--- src/pkg/dild_consts.svh ---
// constants of the converter input latch and segment decoder
// assumes it is included by bare name wherever a figure is needed
`ifndef DILD_CONSTS_SVH
`define DILD_CONSTS_SVH

// sample word layout, straight binary
`define DILD_WORD_W 8
`define DILD_MSB_POS 7
`define DILD_LSB_POS 0

// segmentation: upper bits thermometer, lower bits binary
`define DILD_UNARY_BITS 4
`define DILD_BIN_BITS 4
`define DILD_UNARY_SEGS 15
`define DILD_UNARY_WEIGHT 16

// transfer figures: code divides by 256, complement is 255 minus code
`define DILD_FS_DIV 256
`define DILD_FS_CODE 8'hff

// synchroniser depth for pin controls
`define DILD_SYNC_STAGES 2

// reset value and buffer depth
`define DILD_RST_CODE 8'h00
`define DILD_BUF_DEPTH 2

`endif

--- src/pkg/dild_pkg.sv ---
// types shared by the latch, decoder and buffer of the converter front end
// assumes dild_consts.svh is on the include path
`include "dild_consts.svh"

package dild_pkg;

  // sample word as it arrives on the parallel pins
  typedef struct packed {
    logic sample_msb;
    logic [`DILD_WORD_W-3:0] mid_bits;
    logic sample_lsb;
  } dild_word_t;

  // one setting of all differential current switches, 1 steers to the true node
  typedef struct packed {
    logic [`DILD_UNARY_SEGS-1:0] unary;
    logic [`DILD_BIN_BITS-1:0] binary;
  } dild_steer_t;

endpackage : dild_pkg

--- src/verilog/dild_buf2.sv ---
// two-entry buffer with valid and ready on both sides
// assumes a single clock; clk_en low freezes every flop
`timescale 1ns/1ps
`include "dild_consts.svh"

module dild_buf2
  import dild_pkg::*;
#(
  parameter int W = `DILD_WORD_W,
  parameter int DEPTH = `DILD_BUF_DEPTH
) (
  input wire logic clk,
  input wire logic resetn,
  input wire logic clk_en,
  input wire logic [W-1:0] in_data,
  input wire logic in_valid,
  output logic in_ready,
  output logic [W-1:0] out_data,
  output logic out_valid,
  input wire logic out_ready,
  output logic empty
);

  // pointer logic below only serves a depth of two
  if (DEPTH != 2 || W < 1) begin : gen_bad_depth
    $error("dild_buf2 serves depth 2 and a positive width only");
  end

  logic [W-1:0] mem_ff [0:1]; // the edge-triggered storage itself
  logic wr_ptr_ff; // next slot to fill
  logic rd_ptr_ff; // slot at the head
  logic [1:0] count_ff; // 0..2 words held
  logic push;
  logic pop;

  assign in_ready = (count_ff != 2'd2);
  assign out_valid = (count_ff != 2'd0);
  assign empty = (count_ff == 2'd0);
  assign out_data = mem_ff[rd_ptr_ff];
  assign push = clk_en && in_valid && in_ready;
  assign pop = clk_en && out_valid && out_ready;

  // capture on the rising edge only; no reset on data, so no constant is needed
  always_ff @(posedge clk) begin
    if (push) begin
      mem_ff[wr_ptr_ff] <= in_data;
    end
  end

  // pointers and fill level
  always_ff @(posedge clk or negedge resetn) begin
    if (!resetn) begin
      wr_ptr_ff <= 1'b0;
      rd_ptr_ff <= 1'b0;
      count_ff <= 2'd0;
    end else begin
      if (push) begin
        wr_ptr_ff <= ~wr_ptr_ff;
      end
      if (pop) begin
        rd_ptr_ff <= ~rd_ptr_ff;
      end
      // simultaneous push and pop leave the level alone
      if (push && !pop) begin
        count_ff <= count_ff + 2'd1;
      end else if (pop && !push) begin
        count_ff <= count_ff - 2'd1;
      end
    end
  end

endmodule : dild_buf2

--- src/verilog/dild_seg_decode.sv ---
// combinational segment decoder: code to switch settings
// assumes the code comes from the latch, never from the pins
`timescale 1ns/1ps
`include "dild_consts.svh"

module dild_seg_decode
  import dild_pkg::*;
(
  input wire logic [`DILD_WORD_W-1:0] code,
  output dild_steer_t steer
);

  logic [`DILD_UNARY_BITS-1:0] upper; // thermometer part of the code

  assign upper = code[`DILD_WORD_W-1:`DILD_BIN_BITS];

  // a thermometer upper part keeps glitch energy low on major carries
  always_comb begin
    steer.binary = code[`DILD_BIN_BITS-1:0];
    for (int i = 0; i < `DILD_UNARY_SEGS; i++) begin
      steer.unary[i] = (i < int'(upper));
    end
  end

endmodule : dild_seg_decode

--- src/verilog/dild_top.sv ---
// converter front end: input latch, buffer, segment decoder, switch register
// assumes sample_in and sample_valid come from logic on clk; the standby
// and reference pins are asynchronous and are synchronised here
`timescale 1ns/1ps
`include "dild_consts.svh"

// Contract
// - eight-bit word, first pin is msb
// - standby while power-down input is high
// - undriven power-down input means normal operation
// - reference select: 0 internal, 1 external
// - decoder fed from latched word only
// - every segment steered to one node
// - true current is code over 256
// - complement is 255 minus code
// - unsigned binary, captured on rising edge
module dild_top
  import dild_pkg::*;
#(
  parameter int WORD_W = `DILD_WORD_W
) (
  input wire logic clk,
  input wire logic resetn,
  input wire logic clk_en,
  input wire logic [WORD_W-1:0] sample_in,
  input wire logic sample_valid,
  output logic sample_ready,
  input wire logic standby_request,
  input wire logic standby_driven,
  input wire logic ref_select_ext,
  output dild_steer_t steer_out,
  output dild_steer_t steer_comp,
  output logic steer_valid,
  input wire logic steer_ready,
  output logic [WORD_W-1:0] current_out_true,
  output logic [WORD_W-1:0] current_out_complement,
  output logic standby_active,
  output logic ref_internal_en,
  output logic ref_external_en
);

  // the decoder split and the 255 figure are fixed to eight bits
  // a generate-time error stops elaboration before any cycle runs
  if (WORD_W != `DILD_WORD_W) begin : gen_bad_width
    $error("dild_top serves an eight-bit word only");
  end

  // ------------------------------------------------------------------
  // pin controls: two flops before any logic looks at them
  // ------------------------------------------------------------------
  logic stby_pin; // pin level as the pad resolves it
  logic stby_meta_ff; // first stage, read by the second only
  logic stby_sync_ff; // second stage, safe to use
  logic ref_meta_ff; // first stage of reference select
  logic ref_sync_ff; // second stage of reference select

  // an undriven pad falls to the pull-down level, i.e. low
  assign stby_pin = standby_driven && standby_request;

  // standby synchroniser
  // the pin may move at any time and the first flop may go metastable,
  // so only the second flop is read by logic
  always_ff @(posedge clk or negedge resetn) begin
    if (!resetn) begin
      stby_meta_ff <= 1'b0;
      stby_sync_ff <= 1'b0;
    end else if (clk_en) begin
      stby_meta_ff <= stby_pin;
      stby_sync_ff <= stby_meta_ff;
    end
  end

  // reference select synchroniser; resets to internal reference
  // the reference changes slowly, so three edges of delay cost nothing
  always_ff @(posedge clk or negedge resetn) begin
    if (!resetn) begin
      ref_meta_ff <= 1'b0;
      ref_sync_ff <= 1'b0;
    end else if (clk_en) begin
      ref_meta_ff <= ref_select_ext;
      ref_sync_ff <= ref_meta_ff;
    end
  end

  // ------------------------------------------------------------------
  // mode outputs, registered
  // ------------------------------------------------------------------
  logic standby_ff; // converter in low-power standby
  logic ref_ext_ff; // external reference chosen

  // standby follows the synchronised pin level, high means standby
  always_ff @(posedge clk or negedge resetn) begin
    if (!resetn) begin
      standby_ff <= 1'b0;
    end else if (clk_en) begin
      standby_ff <= stby_sync_ff;
    end
  end

  // reference source: 0 selects internal, 1 external
  always_ff @(posedge clk or negedge resetn) begin
    if (!resetn) begin
      ref_ext_ff <= 1'b0;
    end else if (clk_en) begin
      ref_ext_ff <= ref_sync_ff;
    end
  end

  assign standby_active = standby_ff;
  assign ref_external_en = ref_ext_ff;
  assign ref_internal_en = ~ref_ext_ff;

  // ------------------------------------------------------------------
  // input latch: the buffer entries are the edge-triggered latches
  // ------------------------------------------------------------------
  dild_word_t word_in; // pin word, msb on the first pin
  logic [WORD_W-1:0] head_code; // latched word at the buffer head
  logic head_valid; // a latched word waits
  logic head_take; // switch register accepts the head
  logic buf_empty; // buffer holds nothing

  assign word_in = dild_word_t'(sample_in);

  dild_buf2 #(
    .W(WORD_W),
    .DEPTH(`DILD_BUF_DEPTH)
  ) u_latch (
    .clk(clk),
    .resetn(resetn),
    .clk_en(clk_en),
    .in_data(word_in),
    .in_valid(sample_valid),
    .in_ready(sample_ready),
    .out_data(head_code),
    .out_valid(head_valid),
    .out_ready(head_take),
    .empty(buf_empty)
  );

  // ------------------------------------------------------------------
  // decoder on the latched word
  // ------------------------------------------------------------------
  dild_steer_t nxt_steer; // decoded switch setting for the head word

  dild_seg_decode u_dec (
    .code(head_code),
    .steer(nxt_steer)
  );

  // ------------------------------------------------------------------
  // switch register with update handshake
  // ------------------------------------------------------------------
  dild_steer_t steer_ff; // settings now applied to the switches
  logic [WORD_W-1:0] true_units_ff; // true current in full-scale/256 units
  logic [WORD_W-1:0] comp_units_ff; // complement current in the same units
  logic upd_valid_ff; // a fresh setting awaits the analog side
  logic slot_free; // switch register may take a new word

  // standby stalls updates; words stay latched so none is lost
  assign slot_free = !upd_valid_ff || steer_ready;
  assign head_take = head_valid && slot_free && !standby_ff;

  // load one clock after the capturing edge, hold until the next update
  // trade-off: one cycle of latency buys a decoder that never sees the pins
  always_ff @(posedge clk or negedge resetn) begin
    if (!resetn) begin
      steer_ff <= '0;
      true_units_ff <= `DILD_RST_CODE;
      comp_units_ff <= `DILD_FS_CODE;
    end else if (clk_en && head_take) begin
      steer_ff <= nxt_steer;
      true_units_ff <= head_code;
      comp_units_ff <= `DILD_FS_CODE - head_code;
    end
  end

  // update flag: set by a load, cleared once the analog side takes it
  // set wins, so a back-to-back stream keeps the flag high without a gap
  always_ff @(posedge clk or negedge resetn) begin
    if (!resetn) begin
      upd_valid_ff <= 1'b0;
    end else if (clk_en) begin
      if (head_take) begin
        upd_valid_ff <= 1'b1; // a new load wins over acceptance
      end else if (steer_ready) begin
        upd_valid_ff <= 1'b0;
      end
    end
  end

  assign steer_out = steer_ff;
  assign steer_comp = ~steer_ff;
  assign steer_valid = upd_valid_ff;
  assign current_out_true = true_units_ff;
  assign current_out_complement = comp_units_ff;

  // ------------------------------------------------------------------
  // checking helpers
  // ------------------------------------------------------------------
  // helpers below only feed assertions and drive no output
  // current weight of a switch setting in full-scale/256 units
  function automatic logic [8:0] steer_weight(input dild_steer_t s);
    logic [8:0] acc;
    acc = 9'(s.binary);
    for (int i = 0; i < `DILD_UNARY_SEGS; i++) begin
      if (s.unary[i]) begin
        acc = acc + 9'(`DILD_UNARY_WEIGHT);
      end
    end
    return acc;
  endfunction : steer_weight

  logic [8:0] units_sum; // true plus complement units
  assign units_sum = 9'(true_units_ff) + 9'(comp_units_ff);

  // ------------------------------------------------------------------
  // assertions
  // ------------------------------------------------------------------
  // pin properties: four steady samples cover the three-edge sync delay
  standby_enter_a: assert property (
    @(posedge clk) disable iff (!resetn)
    (stby_pin && clk_en)[*4] |=> standby_active
  ) else $error("standby not entered after high power-down input");

  standby_leave_a: assert property (
    @(posedge clk) disable iff (!resetn)
    (!stby_pin && clk_en)[*4] |=> !standby_active
  ) else $error("standby held after low power-down input");

  pulldown_a: assert property (
    @(posedge clk) disable iff (!resetn)
    (!standby_driven && clk_en)[*4] |=> !standby_active
  ) else $error("floating power-down input caused standby");

  ref_select_a: assert property (
    @(posedge clk) disable iff (!resetn)
    (clk_en && ref_select_ext)[*4] |=> (ref_external_en && !ref_internal_en)
  ) else $error("external reference not selected");

  ref_internal_a: assert property (
    @(posedge clk) disable iff (!resetn)
    (clk_en && !ref_select_ext)[*4] |=> (ref_internal_en && !ref_external_en)
  ) else $error("internal reference not selected");

  // datapath properties: capture, load, hold and refusal
  latch_delay_a: assert property (
    @(posedge clk) disable iff (!resetn)
    (clk_en && sample_valid && sample_ready && buf_empty)
      ##1 (clk_en && slot_free && !standby_ff)
      |=> (steer_valid && current_out_true == $past(sample_in, 2))
  ) else $error("latched word not applied one clock after capture");

  load_applied_a: assert property (
    @(posedge clk) disable iff (!resetn)
    (clk_en && head_take) |=> (steer_valid && current_out_true == $past(head_code))
  ) else $error("accepted word not applied at the next edge");

  valid_clear_a: assert property (
    @(posedge clk) disable iff (!resetn)
    (clk_en && steer_valid && steer_ready && !head_take) |=> !steer_valid
  ) else $error("update flag held after acceptance");

  full_hold_a: assert property (
    @(posedge clk) disable iff (!resetn)
    (clk_en && !sample_ready && !head_take) |=> !sample_ready
  ) else $error("full latch pair offered room with nothing leaving");

  buffer_fill_a: assert property (
    @(posedge clk) disable iff (!resetn)
    (clk_en && sample_valid && sample_ready && !head_take && !buf_empty) |=> !sample_ready
  ) else $error("second latched word did not fill the pair");

  // current properties: decoded weights must match the unit codes
  steer_split_a: assert property (
    @(posedge clk) disable iff (!resetn)
    (steer_comp == ~steer_out) && (steer_weight(steer_comp) == 9'(`DILD_FS_CODE) - steer_weight(steer_out))
  ) else $error("segment not steered to exactly one node");

  true_weight_a: assert property (
    @(posedge clk) disable iff (!resetn)
    steer_weight(steer_out) == 9'(current_out_true)
  ) else $error("switch weight differs from true current code");

  full_sum_a: assert property (
    @(posedge clk) disable iff (!resetn)
    units_sum == 9'(`DILD_FS_CODE)
  ) else $error("true and complement do not sum to full scale");

  hold_stall_a: assert property (
    @(posedge clk) disable iff (!resetn)
    (steer_valid && !steer_ready) |=> (steer_valid && $stable(steer_out))
  ) else $error("switch setting changed while update stalled");

  standby_stall_a: assert property (
    @(posedge clk) disable iff (!resetn)
    standby_ff |=> $stable(steer_out)
  ) else $error("switch setting updated during standby");

  // clock enable: a low enable must leave every register where it was
  freeze_a: assert property (
    @(posedge clk) disable iff (!resetn)
    !clk_en |=> ($stable(steer_out) && $stable(steer_valid) && $stable(standby_active))
  ) else $error("state moved while clock enable low");

endmodule : dild_top

--- config.mk ---
export PLATFORM = sky130hd
export DESIGN_NAME = dild_top
export DESIGN_NICKNAME = d
export VERILOG_FILES = /design/src/pkg/dild_pkg.sv /design/src/verilog/dild_buf2.sv /design/src/verilog/dild_seg_decode.sv /design/src/verilog/dild_top.sv
export VERILOG_INCLUDE_DIRS = /design/src /design/src/pkg
export SDC_FILE = /design/constraint.sdc
export NUM_CORES = 1
export LEC_CHECK = 0
export ABC_AREA = 1
export BUFFER_PORTS_ARGS = -buffer_cell sky130_fd_sc_hd__buf_2
export CAP_MARGIN = 20
export CORE_ASPECT_RATIO = 0.9
export CORE_MARGIN = 2
export CORE_UTILIZATION = 25
export DETAILED_ROUTE_END_ITERATION = 16
export SLEW_MARGIN = 15
export SYNTH_ARGS = -nofsm -noshare
export SYNTH_HDL_FRONTEND = slang
export SYNTH_HIERARCHICAL = 1
export SYNTH_SLANG_ARGS = --single-unit
--- constraint.sdc ---
create_clock -name clk -period 4.52 [get_ports clk]
set_clock_uncertainty 0.05 [all_clocks]
set_input_delay 0.904 -clock clk [delete_from_list [all_inputs] [get_ports clk]]
set_output_delay 0.904 -clock clk [all_outputs]
set_load 0.005 [all_outputs]
* Yosys cells after proc, flatten, opt, wreduce, memory -nomap -nowiden *
Memories as Yosys holds them, arrays and structs flattened.
Index checks and enable logic that the tools add are counted.

word-level totals
  register bits after elaboration = 46
  memories = 1
  bits in latches = 0
  memory bits (read-only) = 0
  input port bits = 16
  memory bits (writable) = 16
  output and inout port bits = 59
  word-level logic and storage cells = 63

cells by class
  mux-type cells = 6
  bitwise operators = 4
  shifts and indexed selects = 0
  equal/unequal tests = 1
  multipliers = 0
  reductions and logical operators = 19
  order comparisons = 15
  $add $sub $neg = 3
  div/mod/pow operators = 0

memory list
  name            words  bits a word  rd ports  clocked after memory_dff  write ports  RTL line         text
  u_latch.mem_ff  2      8            1         0                         1            dild_buf2.sv:29  logic [W-1:0] mem_ff [0:1];

operator list
  cell                   count
  $lt A4 B4 Y1 const A   7
  $not A19 Y19           1
  $lt A3 B4 Y1 const A   4
  $logic_and A1 B1 Y1    10
  $lt A1 B4 Y1 const A   2
  $lt A2 B4 Y1 const A   2
  $sub A8 B8 Y8 const A  1
  $reduce_bool A2 Y1     3
  $logic_not A1 Y1       4
  $mux W1                4
  $mux W2                2
  $not A1 Y1             3
  $add A2 B1 Y2 const B  1
  $ne A2 B2 Y1 const B   1
  $reduce_and A2 Y1      1
  $sub A2 B1 Y2 const B  1
  $logic_or A1 B1 Y1     1

* Logic depth before layout (Yosys ltp) *
Gate-level depths: netlist of the first run.

  depth after elaboration = 8
  depth in mapped cells = 12
  gate-level depth less buffers = 11

* By module *
The synthesis of the first run kept the hierarchy.

modules (own cells, without submodules)
  module           instances  area an instance (um^2)  seq. area each (um^2)  cells each
  dild_top         1          1845.5                   1061.0                 216
  dild_buf2        1          824.5                    580.6                  74
  dild_seg_decode  1          141.4                    0.0                    28

* Worst setup path before layout of the first run *
No wires, ideal clock.

  path type = input port to flip-flop
  start = input steer_ready
  end = register u_latch.count_ff[1]
  slack = 2263 ps
  path buffers = 1
  data arrival time = 2090 ps
  required time = 4353 ps
  stages on the path = 11
  setup time = 117 ps
  path through = inv_1 nand2_2 buf_2 nand2_1 nor2_1 nand3_2 ha_1 inv_1 nand3_1 nand2_1 nand2_1

on the way
  cells in the longest elaborated chain, start to end = 7
  elaborated cells on any way between the ends = 9
  those cells by class = mux (1); reduce/logical (8)

ends and longest elaborated chain
  item                                           RTL line         text
  start: declaration                             dild_top.sv:34   input wire logic steer_ready,
  $logic_or A1 B1 Y1 *                           dild_top.sv:160  assign slot_free = !upd_valid_ff || steer_ready;
  $logic_and A1 B1 Y1 * (2 in series)            dild_top.sv:161  assign head_take = head_valid && slot_free && !standby_ff;
  via head_take                                  dild_top.sv:119  logic head_take;
  $logic_and A1 B1 Y1 *                          dild_buf2.sv:41  assign pop = clk_en && out_valid && out_ready;
  $logic_not A1 Y1                               dild_buf2.sv:64  if (push && !pop) begin
  $logic_and A1 B1 Y1                            dild_buf2.sv:64
  $mux W2 or $reduce_bool A2 Y1 (tied branches)  -
  end signal: assignment                         dild_buf2.sv:65  count_ff <= count_ff + 2'd1;
  end signal: assignment                         dild_buf2.sv:67  count_ff <= count_ff - 2'd1;
  end: declaration                               dild_buf2.sv:32  logic [1:0] count_ff;

The timed path passes the listed nets; every way through them passes the cells marked *.
A chain may end at the register's enable or synchronous reset.

* Final worst setup path of the first run *
Same ends and word-level chain as after synthesis.

==> impl_results.md, run 1 <==
* Antenna diode count at 0
* Clock sink count at 62
* Clock transition at path regs at 0.05 ns
* Netlist Area Pre-Place at 0.00281 mm²
* Routed WL per cell at 12.5 µm
* Final Hold Fails at 0
* Max_cap viols at 0
* F_max at 417 MHz
* CP peak stage delay at 0.51 ns
* Core area at 0.0109 mm²
* Final period utilization at 53.1%
* CP required at 4.69 ns
* Worst setup EP type: flop
* Final HPWL DP at 4670 µm
* Layout area overhead at 28.5%
* Arrival time worst endpoint at 2.57 ns
* PortBufs at 74
* CTS Buf Count at 9
* P_int at 1.62 mW
* CP dominant cell by count: nand2_1
* Syn Area/Cell at 8.86 µm²
* Placement Setup Slack at 1.81 ns
* Die X at 116 µm
* R2R cell count at 7
* Maximum vdd drop at 181 µV
* Share of post-route cells with drive strength above 1 at 28.5%
* Initial antenna violation count at 0
* Min-Delay Path Depth at 2
* Max Slew Vio Count at 0
* Critical path type: input pin to flop
* DR pass1 iterations at 4
* Cell total after placement at 524
* Final TNS setup at 0 ns
* # Post-CTS Setup Buffers at 0
* CTS resizes at 0
* Critical path fanouts, max at 37
* Min-delay worst type: flop to flop
* Mapped Nets at 334
* Area of the multi-input gates at 893 µm²
* Worst Tran Pin Value at 0.760 ns
* Std cell rows at 36
* RSZ-0062 raised after global routing: false
* Leak pwr at 1.89 nW
* Final Non-Filler Cells at 541
* Remaining Overflow, GRT at 0
* Chip Height at 105 µm
* Largest net degree at the start of global routing at 47
* Net Sw Power at 0.909 mW
* Sequential Power Share at 37.0%
* Number of remaining DRC errors at 0
* Vias per inst at 4.18
* Drt total wl at 6740 µm
* Post-Place Cell Area at 0.00326 mm²
* Final worst path period need at 2.40 ns
* Global-route wire length before repair at 11200 µm
* Clock share of power at 28.8%
* Initial Utilization at 25.8%
* Worst-Skew Late Latency at 0.33 ns
* Fillers at 1183
* Worst path cell trace: buf_2 > inv_1 > nand2_2 > nand2_1 > nor2_1 > nand3_2 > ha_1 > inv_1 > nand3_1 > nand2_1 > nand2_1
* Clock root cell: clkbuf_16
* Synth warn at 6
* Status: finished, final reports clean
* Register area at 0.00164 mm²
* Initial drt markers at 134
* Hold_buf cts at 0
* Final WS setup at 2.12 ns
* Full die area at 0.0121 mm²
* Gr usage total at 11.9%
* Vias in the first global route at 2231
* GPL Wtd Cong at 0.749
* PD cells at 701 mW/mm²
* Top-Level Pins at 75
* Final setup vio count at 0
* Post-Synthesis Cells at 317
* Vias at 2262
* H-tree depth at 3
* Nets at 401
* ANT nets after route at 0
* Crit-path slowest cell: nand2_2
* Combinational power share at 34.1%
* CP Launch Type: input pin
* CTS tree: built
* Max clock buf depth at 2
* Relative slew slack at 49.2%
* Final Instance Area at 0.00361 mm²
* Sw Ratio at 36.0%
[cells in the final DEF (no fill, tap or decap), drive strengths merged]
| cell | instances |
|---|---|
| bufinv | 2 |
| edfxtp | 16 |
| inv | 43 |
| nand2 | 131 |
| clkinv | 2 |
| dfstp | 8 |
| nand3 | 5 |
| nor2 | 8 |
| buf | 76 |
| a21oi | 2 |
| xnor2 | 1 |
| ha | 1 |
| nand4 | 37 |
| o21ai | 7 |
| dfrtp | 38 |
| clkbuf | 12 |
[registers in the layout, summed over array words and instances, names as in the netlist, 2 cells and up]
register and count:
current_out_complement 8, current_out_true 8, steer_out 19, u_latch/count_ff 2, u_latch/mem_ff 16
[worst paths after layout]
| path | start | endpoint | slack, ns |
|---|---|---|---|
| setup / recovery | steer_ready | u_latch/count_ff[1]$_DFFE_PN0P_ | 2.12 |
| hold / removal | current_out_complement[4]$_DFFE_PN1P_ | current_out_complement[4]$_DFFE_PN1P_ | 0.41 |
| setup reg to reg | u_latch/count_ff[1]$_DFFE_PN0P_ | steer_out[12]$_DFFE_PN0P_ | 2.33 |
| hold reg to reg | current_out_complement[4]$_DFFE_PN1P_ | current_out_complement[4]$_DFFE_PN1P_ | 0.41 |
| max in group asynchronous | resetn | current_out_complement[5]$_DFFE_PN1P_ | 3.27 |
| min in group asynchronous | resetn | steer_out[9]$_DFFE_PN0P_ | 0.54 |
[final cells by class]
cell class	count	share of cell area, %
Sequential cell	62	45.5
Multi-Input combinational cell	192	24.8
Timing Repair Buffer	76	11.2
Clock buffer	12	6.83
Tap cell	152	5.27
Inverter	43	4.47
Clock inverter	4	1.94
[layer usage]
layer / vias up / global-route usage (%) / routed length (µm)
li1: 1141 / - / -
met4: 0 / 2.81 / 32
met1: 1050 / 15.9 / 3190
met5: - / 0 / 0
met2: 67 / 18.4 / 3130
met3: 4 / 4.47 / 389
[power by group through the flow]
stage	logic (mW)	registers (mW)	clock network, mW
2_1_floorplan	0.552	0.920	0
3_3_place_gp	0.851	0.942	0
3_5_place_dp	0.870	0.949	0
4_1_cts	0.874	0.943	0.744
5_1_grt	1.00	0.966	0.772
6_report	0.863	0.936	0.729
[worst max-delay path: cells and delay by family]
kind / cells / cell delay (ns)
buffers and inverters: 3 / 0.22
adders and majority gates: 1 / 0.33
and+or+nand+nor: 7 / 1.11
[metrics by stage]
stage                     total power [mW]  hold slack, ns  utilization (%)
after floorplan                       1.47           0.392                -
after global placement                1.79           0.404             29.9
after detailed placement              1.82           0.403             29.9
after CTS                             2.56           0.411             32.9
after global routing                  2.74           0.446             33.1
final                                 2.53           0.410             33.1
Power figures use the tool's default switching activity.
==> run 2, diff against run 1 <==
--- a/config.mk
+++ b/config.mk
@@ -6,7 +6,7 @@
 export SDC_FILE = /design/constraint.sdc
 export NUM_CORES = 1
 export LEC_CHECK = 0
-export ABC_AREA = 1
+export ABC_AREA = 0
 export BUFFER_PORTS_ARGS = -buffer_cell sky130_fd_sc_hd__buf_2
 export CAP_MARGIN = 20
 export CORE_ASPECT_RATIO = 0.9
==> constraint.sdc (replaced) <==
create_clock -name clk -period 2.12 [get_ports clk]
set_clock_uncertainty 0.05 [all_clocks]
set_input_delay 0.424 -clock clk [delete_from_list [all_inputs] [get_ports clk]]
set_output_delay 0.424 -clock clk [all_outputs]
set_load 0.005 [all_outputs]
==> impl_results.md, run 2 <==
* Status: finished, final reports clean
* Remaining Overflow, GRT at 0 (unchanged)
* Max FFs per register at 19 (unchanged)
* PD cells at 1490 mW/mm² (+110%)
* Largest net degree at the start of global routing at 19 (-60%)
* Netlist Area Pre-Place at 0.00277 mm² (-1.2%)
* Chip Height at 104 µm (-0.60%)
* Layout area overhead at 28.1%
* Min-delay worst type: input pin to flop
* Arrival time worst endpoint at 2.04 ns (-0.53 ns)
* F_max at 531 MHz
* Final TNS setup at 0 ns (unchanged)
* Post-Place Cell Area at 0.00326 mm² (-0.19%)
* Die X at 115 µm (-0.60%)
* Final setup vio count at 0 (unchanged)
* Initial Utilization at 25.6% (-0.11 points)
* DR pass1 iterations at 4 (unchanged)
* Final Instance Area at 0.00355 mm² (-1.6%)
* Critical path type: flop to flop
* PortBufs at 74 (unchanged)
* ANT nets after route at 0 (unchanged)
* Gr usage total at 9.59% (-2.3 points)
* Global-route wire length before repair at 8600 µm (-23%)
* Max Slew Vio Count at 0 (unchanged)
* Nets at 290 (-28%)
* Synth warn at 6 (unchanged)
* Final period utilization at 88.9%
* Final Hold Fails at 0 (unchanged)
* Leak pwr at 1.76 nW (-6.6%)
* Syn Area/Cell at 14.2 µm² (+61%)
* Final Non-Filler Cells at 411 (-24%)
* Commonest non-fill, non-tap cells in the layout: buf_2 (74), dfrtp_1 (38), inv_1 (31), mux2_4 (21), mux2_2 (18)
* Clock root cell: clkbuf_16
* Top-Level Pins at 75 (unchanged)
* Maximum vdd drop at 343 µV (+90%)
* CP Launch Type: flop
* Overall power at 5.29 mW (+110%)
* Antenna diode count at 0 (unchanged)
* Clock sink count at 62 (unchanged)
* Initial antenna violation count at 2 (+2)
* Worst setup EP type: flop
* Hold_sp: sample_in[3]
* Mapped Nets at 212 (-37%)
* Worst Tran Pin Value at 0.399 ns (-0.360 ns)
* Hold Crit Endpoint: u_latch/mem_ff[1][3]$_DFFE_PP_
* Post-Synthesis Cells at 195 (-38%)
* Commonest non-fill, non-tap cell in the layout: buf_2
* Std cell rows at 36 (unchanged)
* RSZ-0062 raised after global routing: false
* Clock transition at path regs at 0.06 ns (about the same)
* GPL Wtd Cong at 0.663 (-12%)
* R2R cell count at 3 (-4)
* Vias per inst at 4.05 (-3.1%)
* Final HPWL DP at 4100 µm (-12%)
* CTS tree: built
* Worst reg2reg endpoint: steer_out[5]$_DFFE_PN0P_
* Initial drt markers at 38 (-72%)
* Routed WL per cell at 13.4 µm (+7.6%)
* Flop-to-flop setup slack at 0.24 ns (-2.09 ns)
* Share of post-route cells with drive strength above 1 at 53.6% (+25 points)
* Minimum hold slack at 0.237 ns (-0.173 ns)
* H-tree depth at 3 (unchanged)
* Cell total after placement at 394 (-25%)
* Drt total wl at 5510 µm (-18%)
* Core area at 0.0108 mm² (-0.83%)
* Relative slew slack at 73.4% (+24 points)
* Full die area at 0.0120 mm² (-1.2%)
* Crit Reg-Reg Startpoint: u_latch/rd_ptr_ff$_DFFE_PN0P_
* Final worst path period need at 1.88 ns
* Max clock buf depth at 2 (unchanged)
* Worst-Skew Late Latency at 0.32 ns (about the same)
* Number of remaining DRC errors at 0 (unchanged)
* Vias in the first global route at 1646 (-26%)
* Vias at 1665 (-26%)
* Min-Delay Path Depth at 1 (-1)
* CTS Buf Count at 9 (unchanged)
* CP required at 2.27 ns (-2.42 ns)
* Critical path fanouts, max at 13 (-65%)
* Max_cap viols at 0 (unchanged)
run 2: worst max-delay path by stage:
| stage | start | cells past startpoint | endpoint |
|---|---|---|---|
| 6_report | u_latch/rd_ptr_ff$_DFFE_PN0P_ | 3 | steer_out[5]$_DFFE_PN0P_ |
| 5_1_grt | u_latch/rd_ptr_ff$_DFFE_PN0P_ | 4 | steer_out[4]$_DFFE_PN0P_ |
| 4_1_cts | u_latch/rd_ptr_ff$_DFFE_PN0P_ | 3 | steer_out[5]$_DFFE_PN0P_ |
| 3_5_place_dp | u_latch/rd_ptr_ff$_DFFE_PN0P_ | 3 | steer_out[5]$_DFFE_PN0P_ |
| 3_3_place_gp | u_latch/rd_ptr_ff$_DFFE_PN0P_ | 3 | steer_out[5]$_DFFE_PN0P_ |
| 2_1_floorplan | u_latch/rd_ptr_ff$_DFFE_PN0P_ | 5 | steer_out[5]$_DFFE_PN0P_ |
run 2: timing repair:
action	4_1_cts	5_1_grt
endpoints found under the hold margin	11	0
setup buffers	0	0
hold buffers	1	0
resized for setup	0	0
run 2: report_power, final:
group          total, mW  switching [mW]  internal (mW)
registers           2.04           0.323           1.72
clock network       1.39           0.491          0.901
logic               1.85           0.773           1.08
run 2: critical path, cell delays in order, from the launching register on:
cell and delay [ns]:
dfrtp_1 0.57, mux2_2 0.49, or3_1 0.39, mux2_4 0.27
run 2: metal layers:
metal	wire, µm	GRT usage [%]	part of all wire (%)	up-vias
met5	0	0	0	-
met4	93	3.87	1.7	0
met3	391	4.20	7.1	9
met2	2430	13.7	44	59
met1	2600	12.7	47	804
li1	-	-	-	793
run 2: through the flow:
stage | worst slack [ns] | utilization (%)
2_1_floorplan | 0.334 | -
3_3_place_gp | 0.265 | 30.1
3_5_place_dp | 0.245 | 30.1
4_1_cts | 0.232 | 32.9
5_1_grt | 0.147 | 32.9
6_report | 0.236 | 32.9
run 2: area by class of cell:
type | count | area [µm²]
clock buffers | 11 | 233
clock inverters | 5 | 51.3
fillers | 1101 | 7260
inverters | 31 | 116
multi-input cells | 88 | 893
flip-flops and latches | 62 | 1640
well taps | 133 | 166
repair buffers | 81 | 450
